`src/include/dcfg_defs.svh`:
```
/*
 * Offsets, field positions, reset values and counts of the data
 * configuration block.
 * Assumes an 8-bit register port and a FIFO level counted in bytes.
 */
`ifndef DCFG_DEFS_SVH
`define DCFG_DEFS_SVH

`define DCFG_ADDR_DATA_CONFIG 8'h0E
`define DCFG_ADDR_STATUS 8'h10
`define DCFG_DATA_CONFIG_RST 8'h04
`define DCFG_DATA_CONFIG_MASK 8'h7F
`define DCFG_BIT_WORD 0
`define DCFG_BIT_BYTE_ORDER 1
`define DCFG_BIT_LONG_ADDR 2
`define DCFG_BIT_LOOPBACK 3
`define DCFG_BIT_AUTO_REMOTE 4
`define DCFG_BIT_FT_LO 5
`define DCFG_BIT_FT_HI 6
`define DCFG_TX_TOTAL_BYTES 5'h0D
`define DCFG_THR_CODE0_BYTES 5'h02
`define DCFG_THR_CODE1_BYTES 5'h04
`define DCFG_THR_CODE2_BYTES 5'h08
`define DCFG_THR_CODE3_BYTES 5'h0C

`endif

```
`src/include/dcfg_pkg.sv`:
```
/*
 * Types shared by the data configuration block.
 * Assumes nothing beyond a SystemVerilog compiler.
 */
package dcfg_pkg;
	typedef logic [7:0] dcfg_reg_t;
	typedef logic [15:0] dcfg_word_t;
	typedef logic [31:0] dcfg_addr_t;
	typedef logic [4:0] dcfg_level_t;
	typedef enum logic [1:0] {
		DCFG_DIR_IDLE,
		DCFG_DIR_RX,
		DCFG_DIR_TX
	} dcfg_dir_e;
endpackage

```
`src/design/dcfg_top.sv`:
```
/*
 * Data configuration logic of the DMA unit: the write-only configuration
 * register, address and byte-lane shaping, FIFO threshold bus request,
 * burst length and send packet gating.
 * Assumes one 100 MHz clock, synchronous inputs, a FIFO level in bytes
 * and a host that never asserts both register strobes at once.
 */
// Chosen here: the address-and-strobe port.
// Operation
// - Bit 0 selects byte transfers when clear and word transfers when set, for remote and local DMA alike.
// - In word mode the address reaches 32k words and address bit zero is held low.
// - With byte order clear the MS byte goes on the upper lanes, with it set the lanes swap.
// - Byte order is ignored in byte mode.
// - Long address clear gives dual 16-bit addressing, set puts the remote start address on the upper sixteen lines.
// - Long address select is set at reset.
// - Loopback select clear means loopback mode, set means normal operation.
// - With auto-remote set the send packet command runs, with it clear it is refused.
// - In reception the bus is requested once the FIFO holds 2, 4, 8 or 12 bytes by code.
// - The burst length follows the threshold code.
// - In transmission the bus is requested at thirteen bytes less the receive threshold.
`timescale 1ns/1ps
`include "dcfg_defs.svh"

module dcfg_top (
	input wire logic i_clk,
	input wire logic i_rst,
	input wire dcfg_pkg::dcfg_reg_t i_reg_addr,
	input wire dcfg_pkg::dcfg_reg_t i_reg_wdata,
	input wire logic i_reg_we,
	input wire logic i_reg_re,
	output dcfg_pkg::dcfg_reg_t o_reg_rdata,
	input wire dcfg_pkg::dcfg_word_t i_chan_addr,
	input wire dcfg_pkg::dcfg_word_t i_remote_start_addr,
	output dcfg_pkg::dcfg_addr_t o_dma_addr,
	input wire dcfg_pkg::dcfg_word_t i_wr_data,
	output dcfg_pkg::dcfg_word_t o_bus_data,
	input wire dcfg_pkg::dcfg_word_t i_bus_data,
	output dcfg_pkg::dcfg_word_t o_rd_data,
	input wire logic i_rx_active,
	input wire logic i_tx_active,
	input wire dcfg_pkg::dcfg_level_t i_fifo_level,
	output logic o_bus_request_out,
	output dcfg_pkg::dcfg_level_t o_burst_len,
	input wire logic i_send_cmd,
	output logic o_send_exec,
	output logic o_send_refused,
	output logic o_word_mode,
	output logic o_loopback_mode
);
	import dcfg_pkg::*;

	dcfg_reg_t data_config_q;
	dcfg_dir_e dir;
	dcfg_level_t rx_thr;
	dcfg_level_t tx_thr;
	dcfg_level_t burst_d;
	logic word_sel;
	logic swap_sel;
	logic bus_request_d;

	function automatic dcfg_level_t thr_bytes(input logic [1:0] code);
		case (code)
			2'h0: thr_bytes = `DCFG_THR_CODE0_BYTES;
			2'h1: thr_bytes = `DCFG_THR_CODE1_BYTES;
			2'h2: thr_bytes = `DCFG_THR_CODE2_BYTES;
			default: thr_bytes = `DCFG_THR_CODE3_BYTES;
		endcase
	endfunction

	function automatic dcfg_word_t lanes(input dcfg_word_t d,
		input logic word, input logic swap);
		if (!word) begin
			lanes = {8'h00, d[7:0]};
		end else if (swap) begin
			lanes = {d[7:0], d[15:8]};
		end else begin
			lanes = d;
		end
	endfunction

	assign word_sel = data_config_q[`DCFG_BIT_WORD];
	assign swap_sel = word_sel & data_config_q[`DCFG_BIT_BYTE_ORDER];
	assign rx_thr = thr_bytes(
		data_config_q[`DCFG_BIT_FT_HI:`DCFG_BIT_FT_LO]);
	assign tx_thr = `DCFG_TX_TOTAL_BYTES - rx_thr;

	always_comb begin
		if (i_rx_active) begin
			dir = DCFG_DIR_RX;
		end else if (i_tx_active) begin
			dir = DCFG_DIR_TX;
		end else begin
			dir = DCFG_DIR_IDLE;
		end
	end

	always_comb begin
		case (dir)
			DCFG_DIR_RX: bus_request_d = (i_fifo_level >= rx_thr);
			DCFG_DIR_TX: bus_request_d = (i_fifo_level >= tx_thr);
			default: bus_request_d = 1'b0;
		endcase
	end

	always_comb begin
		if (word_sel) begin
			burst_d = {1'b0, rx_thr[4:1]};
		end else begin
			burst_d = rx_thr;
		end
	end

	always_ff @(posedge i_clk or posedge i_rst) begin
		if (i_rst) begin
			data_config_q <= `DCFG_DATA_CONFIG_RST;
		end else if (i_reg_we && i_reg_addr == `DCFG_ADDR_DATA_CONFIG) begin
			data_config_q <= i_reg_wdata & `DCFG_DATA_CONFIG_MASK;
		end
	end

	always_ff @(posedge i_clk or posedge i_rst) begin
		if (i_rst) begin
			o_reg_rdata <= 8'h00;
		end else if (i_reg_re && i_reg_addr == `DCFG_ADDR_STATUS) begin
			o_reg_rdata <= {o_bus_request_out, o_loopback_mode,
				data_config_q[5:0]};
		end else begin
			o_reg_rdata <= 8'h00;
		end
	end

	always_ff @(posedge i_clk or posedge i_rst) begin
		if (i_rst) begin
			o_dma_addr <= 32'h0000_0000;
		end else begin
			o_dma_addr[15:1] <= i_chan_addr[15:1];
			o_dma_addr[0] <= i_chan_addr[0] & ~word_sel;
			if (data_config_q[`DCFG_BIT_LONG_ADDR]) begin
				o_dma_addr[31:16] <= i_remote_start_addr;
			end else begin
				o_dma_addr[31:16] <= 16'h0000;
			end
		end
	end

	always_ff @(posedge i_clk or posedge i_rst) begin
		if (i_rst) begin
			o_bus_data <= 16'h0000;
			o_rd_data <= 16'h0000;
		end else begin
			o_bus_data <= lanes(i_wr_data, word_sel, swap_sel);
			o_rd_data <= lanes(i_bus_data, word_sel, swap_sel);
		end
	end

	always_ff @(posedge i_clk or posedge i_rst) begin
		if (i_rst) begin
			o_bus_request_out <= 1'b0;
			o_burst_len <= 5'h00;
		end else begin
			o_bus_request_out <= bus_request_d;
			o_burst_len <= burst_d;
		end
	end

	always_ff @(posedge i_clk or posedge i_rst) begin
		if (i_rst) begin
			o_send_exec <= 1'b0;
			o_send_refused <= 1'b0;
		end else begin
			o_send_exec <= i_send_cmd &
				data_config_q[`DCFG_BIT_AUTO_REMOTE];
			o_send_refused <= i_send_cmd &
				~data_config_q[`DCFG_BIT_AUTO_REMOTE];
		end
	end

	always_ff @(posedge i_clk or posedge i_rst) begin
		if (i_rst) begin
			o_word_mode <= 1'b0;
			o_loopback_mode <= 1'b0;
		end else begin
			o_word_mode <= word_sel;
			o_loopback_mode <= ~data_config_q[`DCFG_BIT_LOOPBACK];
		end
	end
endmodule

```
`config.mk`:
```
export PLATFORM = sky130hd
export DESIGN_NAME = dcfg_top
export DESIGN_NICKNAME = d
export VERILOG_FILES = /design/src/include/dcfg_pkg.sv /design/src/design/dcfg_top.sv
export VERILOG_INCLUDE_DIRS = /design/src /design/src/include
export SDC_FILE = /design/constraint.sdc
export NUM_CORES = 1
export LEC_CHECK = 0
export ABC_AREA = 1
export BUFFER_PORTS_ARGS = -buffer_cell sky130_fd_sc_hd__buf_2
export CELL_PAD_IN_SITES_DETAIL_PLACEMENT = 1
export CELL_PAD_IN_SITES_GLOBAL_PLACEMENT = 1
export CORE_AREA = 2 2 104 106
export DETAILED_ROUTE_END_ITERATION = 8
export DIE_AREA = 0 0 106 108
export GPL_TIMING_DRIVEN = 0
export PLACE_DENSITY_LB_ADDON = 0.05
export SLEW_MARGIN = 20
export SYNTH_ARGS = -nofsm -noshare
export SYNTH_HDL_FRONTEND = slang
export SYNTH_SLANG_ARGS = --single-unit
```
`constraint.sdc`:
```
create_clock -name i_clk -period 3.5 [get_ports i_clk]
set_clock_uncertainty 0.1 [all_clocks]
set_input_delay 0.35 -clock i_clk [delete_from_list [all_inputs] [get_ports i_clk]]
set_output_delay 0.35 -clock i_clk [all_outputs]
set_load 0.1 [all_outputs]
```
Word-level counts from Yosys, hierarchy flattened:

Index checks and enable logic that the tools add are counted.

* flip-flop bits (word level): 89
* bits of input ports: 92
* logic and storage cells: 41

* $add $sub $neg: 1
* order comparisons: 2
* equal/unequal tests: 6
* multiplexer cells: 11
* bitwise logic cells: 7
* reductions and logical operators: 3

Operators by type and width (number)
* $mux W16: 5
* $pmux W4 S3: 1
* $ge A5 B5 Y1: 2
* $eq A8 B4 Y1 const B: 1
* $eq A8 B5 Y1 const B: 1
* $mux W8: 1
* $mux W5: 1
* $sub A4 B5 Y5 const A: 1
* $and A1 B1 Y1: 4
* $eq A2 B1 Y1 const B: 2
* $eq A2 B2 Y1 const B: 2
* $mux W2: 2
* $not A1 Y1: 3
* $logic_and A1 B1 Y1: 2
* $logic_not A2 Y1: 1
* $pmux W1 S2: 1

Depth between registers and ports, before layout:

* depth after elaboration: 5
* mapped depth: 9
* depth with buffers taken out: 9

Worst setup path before layout:

Ideal clock, no wire load.

* kind: register -> register
* start point: register o_loopback_mode
* end point: register o_reg_rdata[6]
* library setup time: 0.090 ns
* arrival: 1.166 ns
* required time: 3.310 ns
* setup slack: 2.144 ns
* cell stages (with the launch flop): 3
* buffers on the path: 0
* clock period less this slack: 1.356 ns
* cells stage by stage: dfrtp_1 -> inv_1 -> nor3_1

* longest elaborated chain between the ends: 1

RTL lines
* from (decl): line dcfg_top.sv:48 `output logic o_loopback_mode`
* from (signal assigned): line dcfg_top.sv:184 `` o_loopback_mode <= ~data_config_q[`DCFG_BIT_LOOPBACK]; ``
* $mux W8: line dcfg_top.sv:124 `` end else if (i_reg_re && i_reg_addr == `DCFG_ADDR_STATUS) begin ``
* to (signal assigned): line dcfg_top.sv:125 `o_reg_rdata <= {o_bus_request_out, o_loopback_mode,`
* to (decl): line dcfg_top.sv:31 `output dcfg_pkg::dcfg_reg_t o_reg_rdata,`

Every way passes these cells.
A chain may end at the register's enable or synchronous reset.

Worst setup path in the final report:

* start point: register o_bus_data[12]
* end point: output port o_bus_data[12]

RTL lines
* from (decl): line dcfg_top.sv:36 `output dcfg_pkg::dcfg_word_t o_bus_data,`
* from (signal assigned): line dcfg_top.sv:151 `o_bus_data <= lanes(i_wr_data, word_sel, swap_sel);`

No word-level cell between the ends.

==> run_summary.xml <==
<?xml version="1.0" encoding="UTF-8"?>
<metrics>
  <group name="run_status">
    <metric name="outcome" unit="">complete, no violations</metric>
  </group>
  <group name="synth">
    <metric name="synthFlopType" unit="">sky130_fd_sc_hd__dfrtp_1</metric>
    <metric name="synth-seq-cells" unit="">88</metric>
    <metric name="async_reset_ff_frac" unit="">1.00</metric>
    <metric name="synth_cell_type_count" unit="">25</metric>
    <metric name="ys_seq_area_frac" unit="">0.662</metric>
    <metric name="number_of_enable_type_register_cells_in_the_synthesized_netlist" unit="">0</metric>
    <metric name="synth_warnings" unit="">0</metric>
    <metric name="postSynthNetCount" unit="">417</metric>
    <metric name="netlist_instances" unit="">318</metric>
    <metric name="per_instance_average_area_after_synthesis" unit="um^2">10.5</metric>
    <metric name="synth.cell_area" unit="mm^2">0.00333</metric>
  </group>
  <group name="setup_path">
    <metric name="setup.worst_path.class" unit="">reg2out</metric>
    <metric name="critical_path_buf_inv_count" unit="">1</metric>
    <metric name="critPathMaxStageDelay" unit="ns">0.43</metric>
    <metric name="critical_path.cell_chain" unit="">buf_2</metric>
    <metric name="endpoint_kind" unit="">primary output</metric>
    <metric name="critPathSlowestCell" unit="">sky130_fd_sc_hd__buf_2</metric>
    <metric name="path_delay_family" unit="">buffers and inverters</metric>
    <metric name="critPathMaxFanout" unit="">1</metric>
    <metric name="setup.worst_path.start_class" unit="">flip-flop</metric>
    <metric name="arrival" unit="ns">1.15</metric>
    <metric name="timing.critical_path.required" unit="ns">3.05</metric>
  </group>
  <group name="clock_network">
    <metric name="max-clock-path-buffers" unit="">2</metric>
    <metric name="tritoncts" unit="">built</metric>
    <metric name="clk_pin_slew_worst_setup_hold_paths" unit="ns">0.09</metric>
    <metric name="cts_root_buf" unit="">sky130_fd_sc_hd__clkbuf_8</metric>
    <metric name="htree_levels" unit="">3</metric>
    <metric name="cts.repair_timing.setup_buffer_count" unit="">0</metric>
    <metric name="clock_latency" unit="ns">0.35</metric>
    <metric name="cts_buffers" unit="">9</metric>
    <metric name="cts.sinks" unit="">88</metric>
  </group>
  <group name="run">
    <metric name="max_cap_viol_count" unit="">0</metric>
  </group>
  <group name="global_route">
    <metric name="gr-max-usage-layer" unit="">met2</metric>
    <metric name="grt_start_max_net_pins" unit="">46</metric>
    <metric name="vias_in_the_first_global_route" unit="">2994</metric>
    <metric name="grt.total_usage" unit="">0.170</metric>
    <metric name="grt_antenna_before_repair" unit="">0</metric>
    <metric name="global_route.usage.met1" unit="">0.205</metric>
    <metric name="groute.layer.met3.usage" unit="">0.0410</metric>
    <metric name="grt_pass1_wl" unit="um">14800</metric>
    <metric name="grt-ovfl-total" unit="">0</metric>
    <metric name="grt_util_met2" unit="">0.294</metric>
  </group>
  <group name="power_and_ir_drop">
    <metric name="switching_share" unit="">0.334</metric>
    <metric name="power.clock.fraction" unit="">0.306</metric>
    <metric name="power_frac_comb" unit="">0.217</metric>
    <metric name="power.net_switching" unit="uW">746</metric>
    <metric name="power_frac_seq" unit="">0.477</metric>
    <metric name="max-vdd-ir-drop" unit="uV">195</metric>
    <metric name="cellInternalPower" unit="uW">1490</metric>
    <metric name="pwr_density_cell" unit="mW/mm^2">472</metric>
    <metric name="static-leakage-power" unit="uW">0.00280</metric>
  </group>
  <group name="place">
    <metric name="detailedPlacementHpwl" unit="um">6910</metric>
    <metric name="finalWeightedCongestion" unit="">0.742</metric>
    <metric name="detailedPlace.worstSlack" unit="ns">1.98</metric>
    <metric name="io_buf_count" unit="">171</metric>
    <metric name="placed_cells" unit="">626</metric>
  </group>
  <group name="drt">
    <metric name="drcViolationCount" unit="">0</metric>
    <metric name="drt.antenna.violating_nets" unit="">0</metric>
    <metric name="detailroute.via_count" unit="">2808</metric>
    <metric name="detail_route.vias_per_cell" unit="">4.27</metric>
    <metric name="route.detailed.wl_per_inst" unit="um">14.0</metric>
    <metric name="detail_route.first_pass.iterations" unit="">4</metric>
    <metric name="route.final.wire_length" unit="um">9190</metric>
    <metric name="drt_iter0_markers" unit="">52</metric>
  </group>
  <group name="floorplan">
    <metric name="die_width" unit="um">106</metric>
    <metric name="starting_utilization_of_the_core_area" unit="">0.325</metric>
    <metric name="num_rows" unit="">37</metric>
    <metric name="die-area" unit="mm^2">0.0114</metric>
    <metric name="io-pin-count" unit="">174</metric>
    <metric name="die_height" unit="um">108</metric>
    <metric name="core_area" unit="mm^2">0.0102</metric>
  </group>
  <group name="worst_hold_path">
    <metric name="worst_hold_path_type" unit="">in2reg</metric>
  </group>
  <group name="sta">
    <metric name="period_minus_slack" unit="ns">1.60</metric>
    <metric name="final-max-slew-violation-count" unit="">0</metric>
    <metric name="post-route-worst-setup-slack" unit="ns">1.90</metric>
    <metric name="grt_setup_unrepaired" unit="">false</metric>
    <metric name="fmaxAchievable" unit="GHz">0.626</metric>
    <metric name="period_share" unit="">0.457</metric>
    <metric name="max_slew_headroom_at_the_worst_pin" unit="">0.627</metric>
    <metric name="worst_slew_pin_slew" unit="ns">0.560</metric>
    <metric name="report.final.setup_viol" unit="">0</metric>
    <metric name="timing_hold_violations_final" unit="">0</metric>
  </group>
  <group name="layout">
    <metric name="layout-drive-gt1-share" unit="">0.412</metric>
    <metric name="stdcell_count" unit="">658</metric>
    <metric name="antenna-diode-count" unit="">0</metric>
    <metric name="syn2layout_area_growth" unit="%">42.2</metric>
    <metric name="final_net_count" unit="">616</metric>
  </group>
</metrics>
-- final cells by class --
class / instances / area (um^2)
tap: 136 / 170
clock buffer: 11 / 131
sequential: 88 / 2200
buffer: 12 / 78.8
fill: 1245 / 5500
multi-input combinational: 163 / 841
timing repair buffer: 188 / 1040
clock inverter: 5 / 56.3
inverter: 55 / 209
-- per-stage QoR --
stage	instance area, um^2	setup TNS, ns	hold WS (ns)	power (uW)	utilization
6_report	4730	0	0.0782	2240	0.463
5_1_grt	4730	0	0.0629	2340	0.463
4_1_cts	4730	0	0.0527	2280	0.463
3_5_place_dp	4390	0	0.272	1560	0.429
3_3_place_gp	4360	-25.62	0.259	1550	0.426
2_1_floorplan	3330	0	0.255	1430	-
-- flip-flops by register name, summed over array words and instances (netlist names), 4 cells and up --
register / count
data_config_q: 7
o_burst_len: 4
o_bus_data: 16
o_dma_addr: 32
o_rd_data: 16
o_reg_rdata: 8
-- synthesized netlist by cell type (2+ instances only) --
library cell               number  area (um^2)
sky130_fd_sc_hd__nor2_1        31          116
sky130_fd_sc_hd__a21oi_1        5         25.0
sky130_fd_sc_hd__dfrtp_1       87         2180
sky130_fd_sc_hd__a211oi_2       9          113
sky130_fd_sc_hd__inv_1         53          199
sky130_fd_sc_hd__inv_2          2         7.51
sky130_fd_sc_hd__nor2_2         2         12.5
sky130_fd_sc_hd__o21ai_0       12         60.1
sky130_fd_sc_hd__buf_6          2         22.5
sky130_fd_sc_hd__nand2_1       64          240
sky130_fd_sc_hd__buf_4          3         22.5
sky130_fd_sc_hd__buf_2          6         30.0
sky130_fd_sc_hd__ha_1           7         87.6
sky130_fd_sc_hd__nor3_1         7         35.0
sky130_fd_sc_hd__conb_1         2         7.51
sky130_fd_sc_hd__a211oi_1       5         37.5
sky130_fd_sc_hd__nand3_1        8         40.0
sky130_fd_sc_hd__o21ai_1        6         30.0
-- metal layers --
metal | up-vias | share of wire
li1 | 1371 | -
met1 | 1330 | 0.42
met2 | 95 | 0.51
met3 | 12 | 0.055
met4 | 0 | 0.018
met5 | - | 0
-- cell families (layout without fill, tap and decap cells) --
kind of cell | after synthesis | count (layout) | synth area share
buf+inv | 67 | 271 | 0.0857
fa+ha+maj | 7 | 7 | 0.0263
other cells | 2 | 2 | 0.00226
compound gates | 38 | 38 | 0.0819
simple gates | 116 | 116 | 0.142
flops | 88 | 88 | 0.662
-- layout by cell type, fill, tap and decap left out, drive strengths merged --
cell type,count
buf,183
dfrtp,87
nand2,65
inv,56
nor2,33
o21ai,18
dlygate4sd3,16
a211oi,14
clkbuf,12
nand3,8
nor3,8
ha,7
a21oi,5
conb,2
clkinv,2
nand4,1
or2,1
o21bai,1
clkinvlp,1
bufinv,1
dfstp,1
-- power groups by stage --
stage | clock [uW] | sequential, uW | combinational [uW]
2_1_floorplan | 0 | 1350 | 88.9
3_3_place_gp | 0 | 1090 | 465
3_5_place_dp | 0 | 1090 | 476
4_1_cts | 721 | 1070 | 491
5_1_grt | 755 | 1070 | 516
6_report | 683 | 1070 | 485
-- final timing paths --
kind	to	slack [ns]	depth (start not counted)	startpoint
min	o_dma_addr[25]	0.08	3	i_remote_start_addr[9]
max reg2reg	o_bus_request_out	1.98	9	data_config_q[6]
min in group asynchronous	o_dma_addr[2]	0.49	3	i_rst
min reg2reg	o_word_mode	0.28	0	data_config_q[0]
max	o_bus_data[12]	1.90	1	o_bus_data[12]
max in group asynchronous	o_burst_len[0]	2.18	4	i_rst
-- repair_timing --
action	4_1_cts	5_1_grt
gates resized for setup	0	0
endpoints found under the hold margin	57	0
hold buffers	16	0
Note: power is estimated with default switching activity, not from simulation.
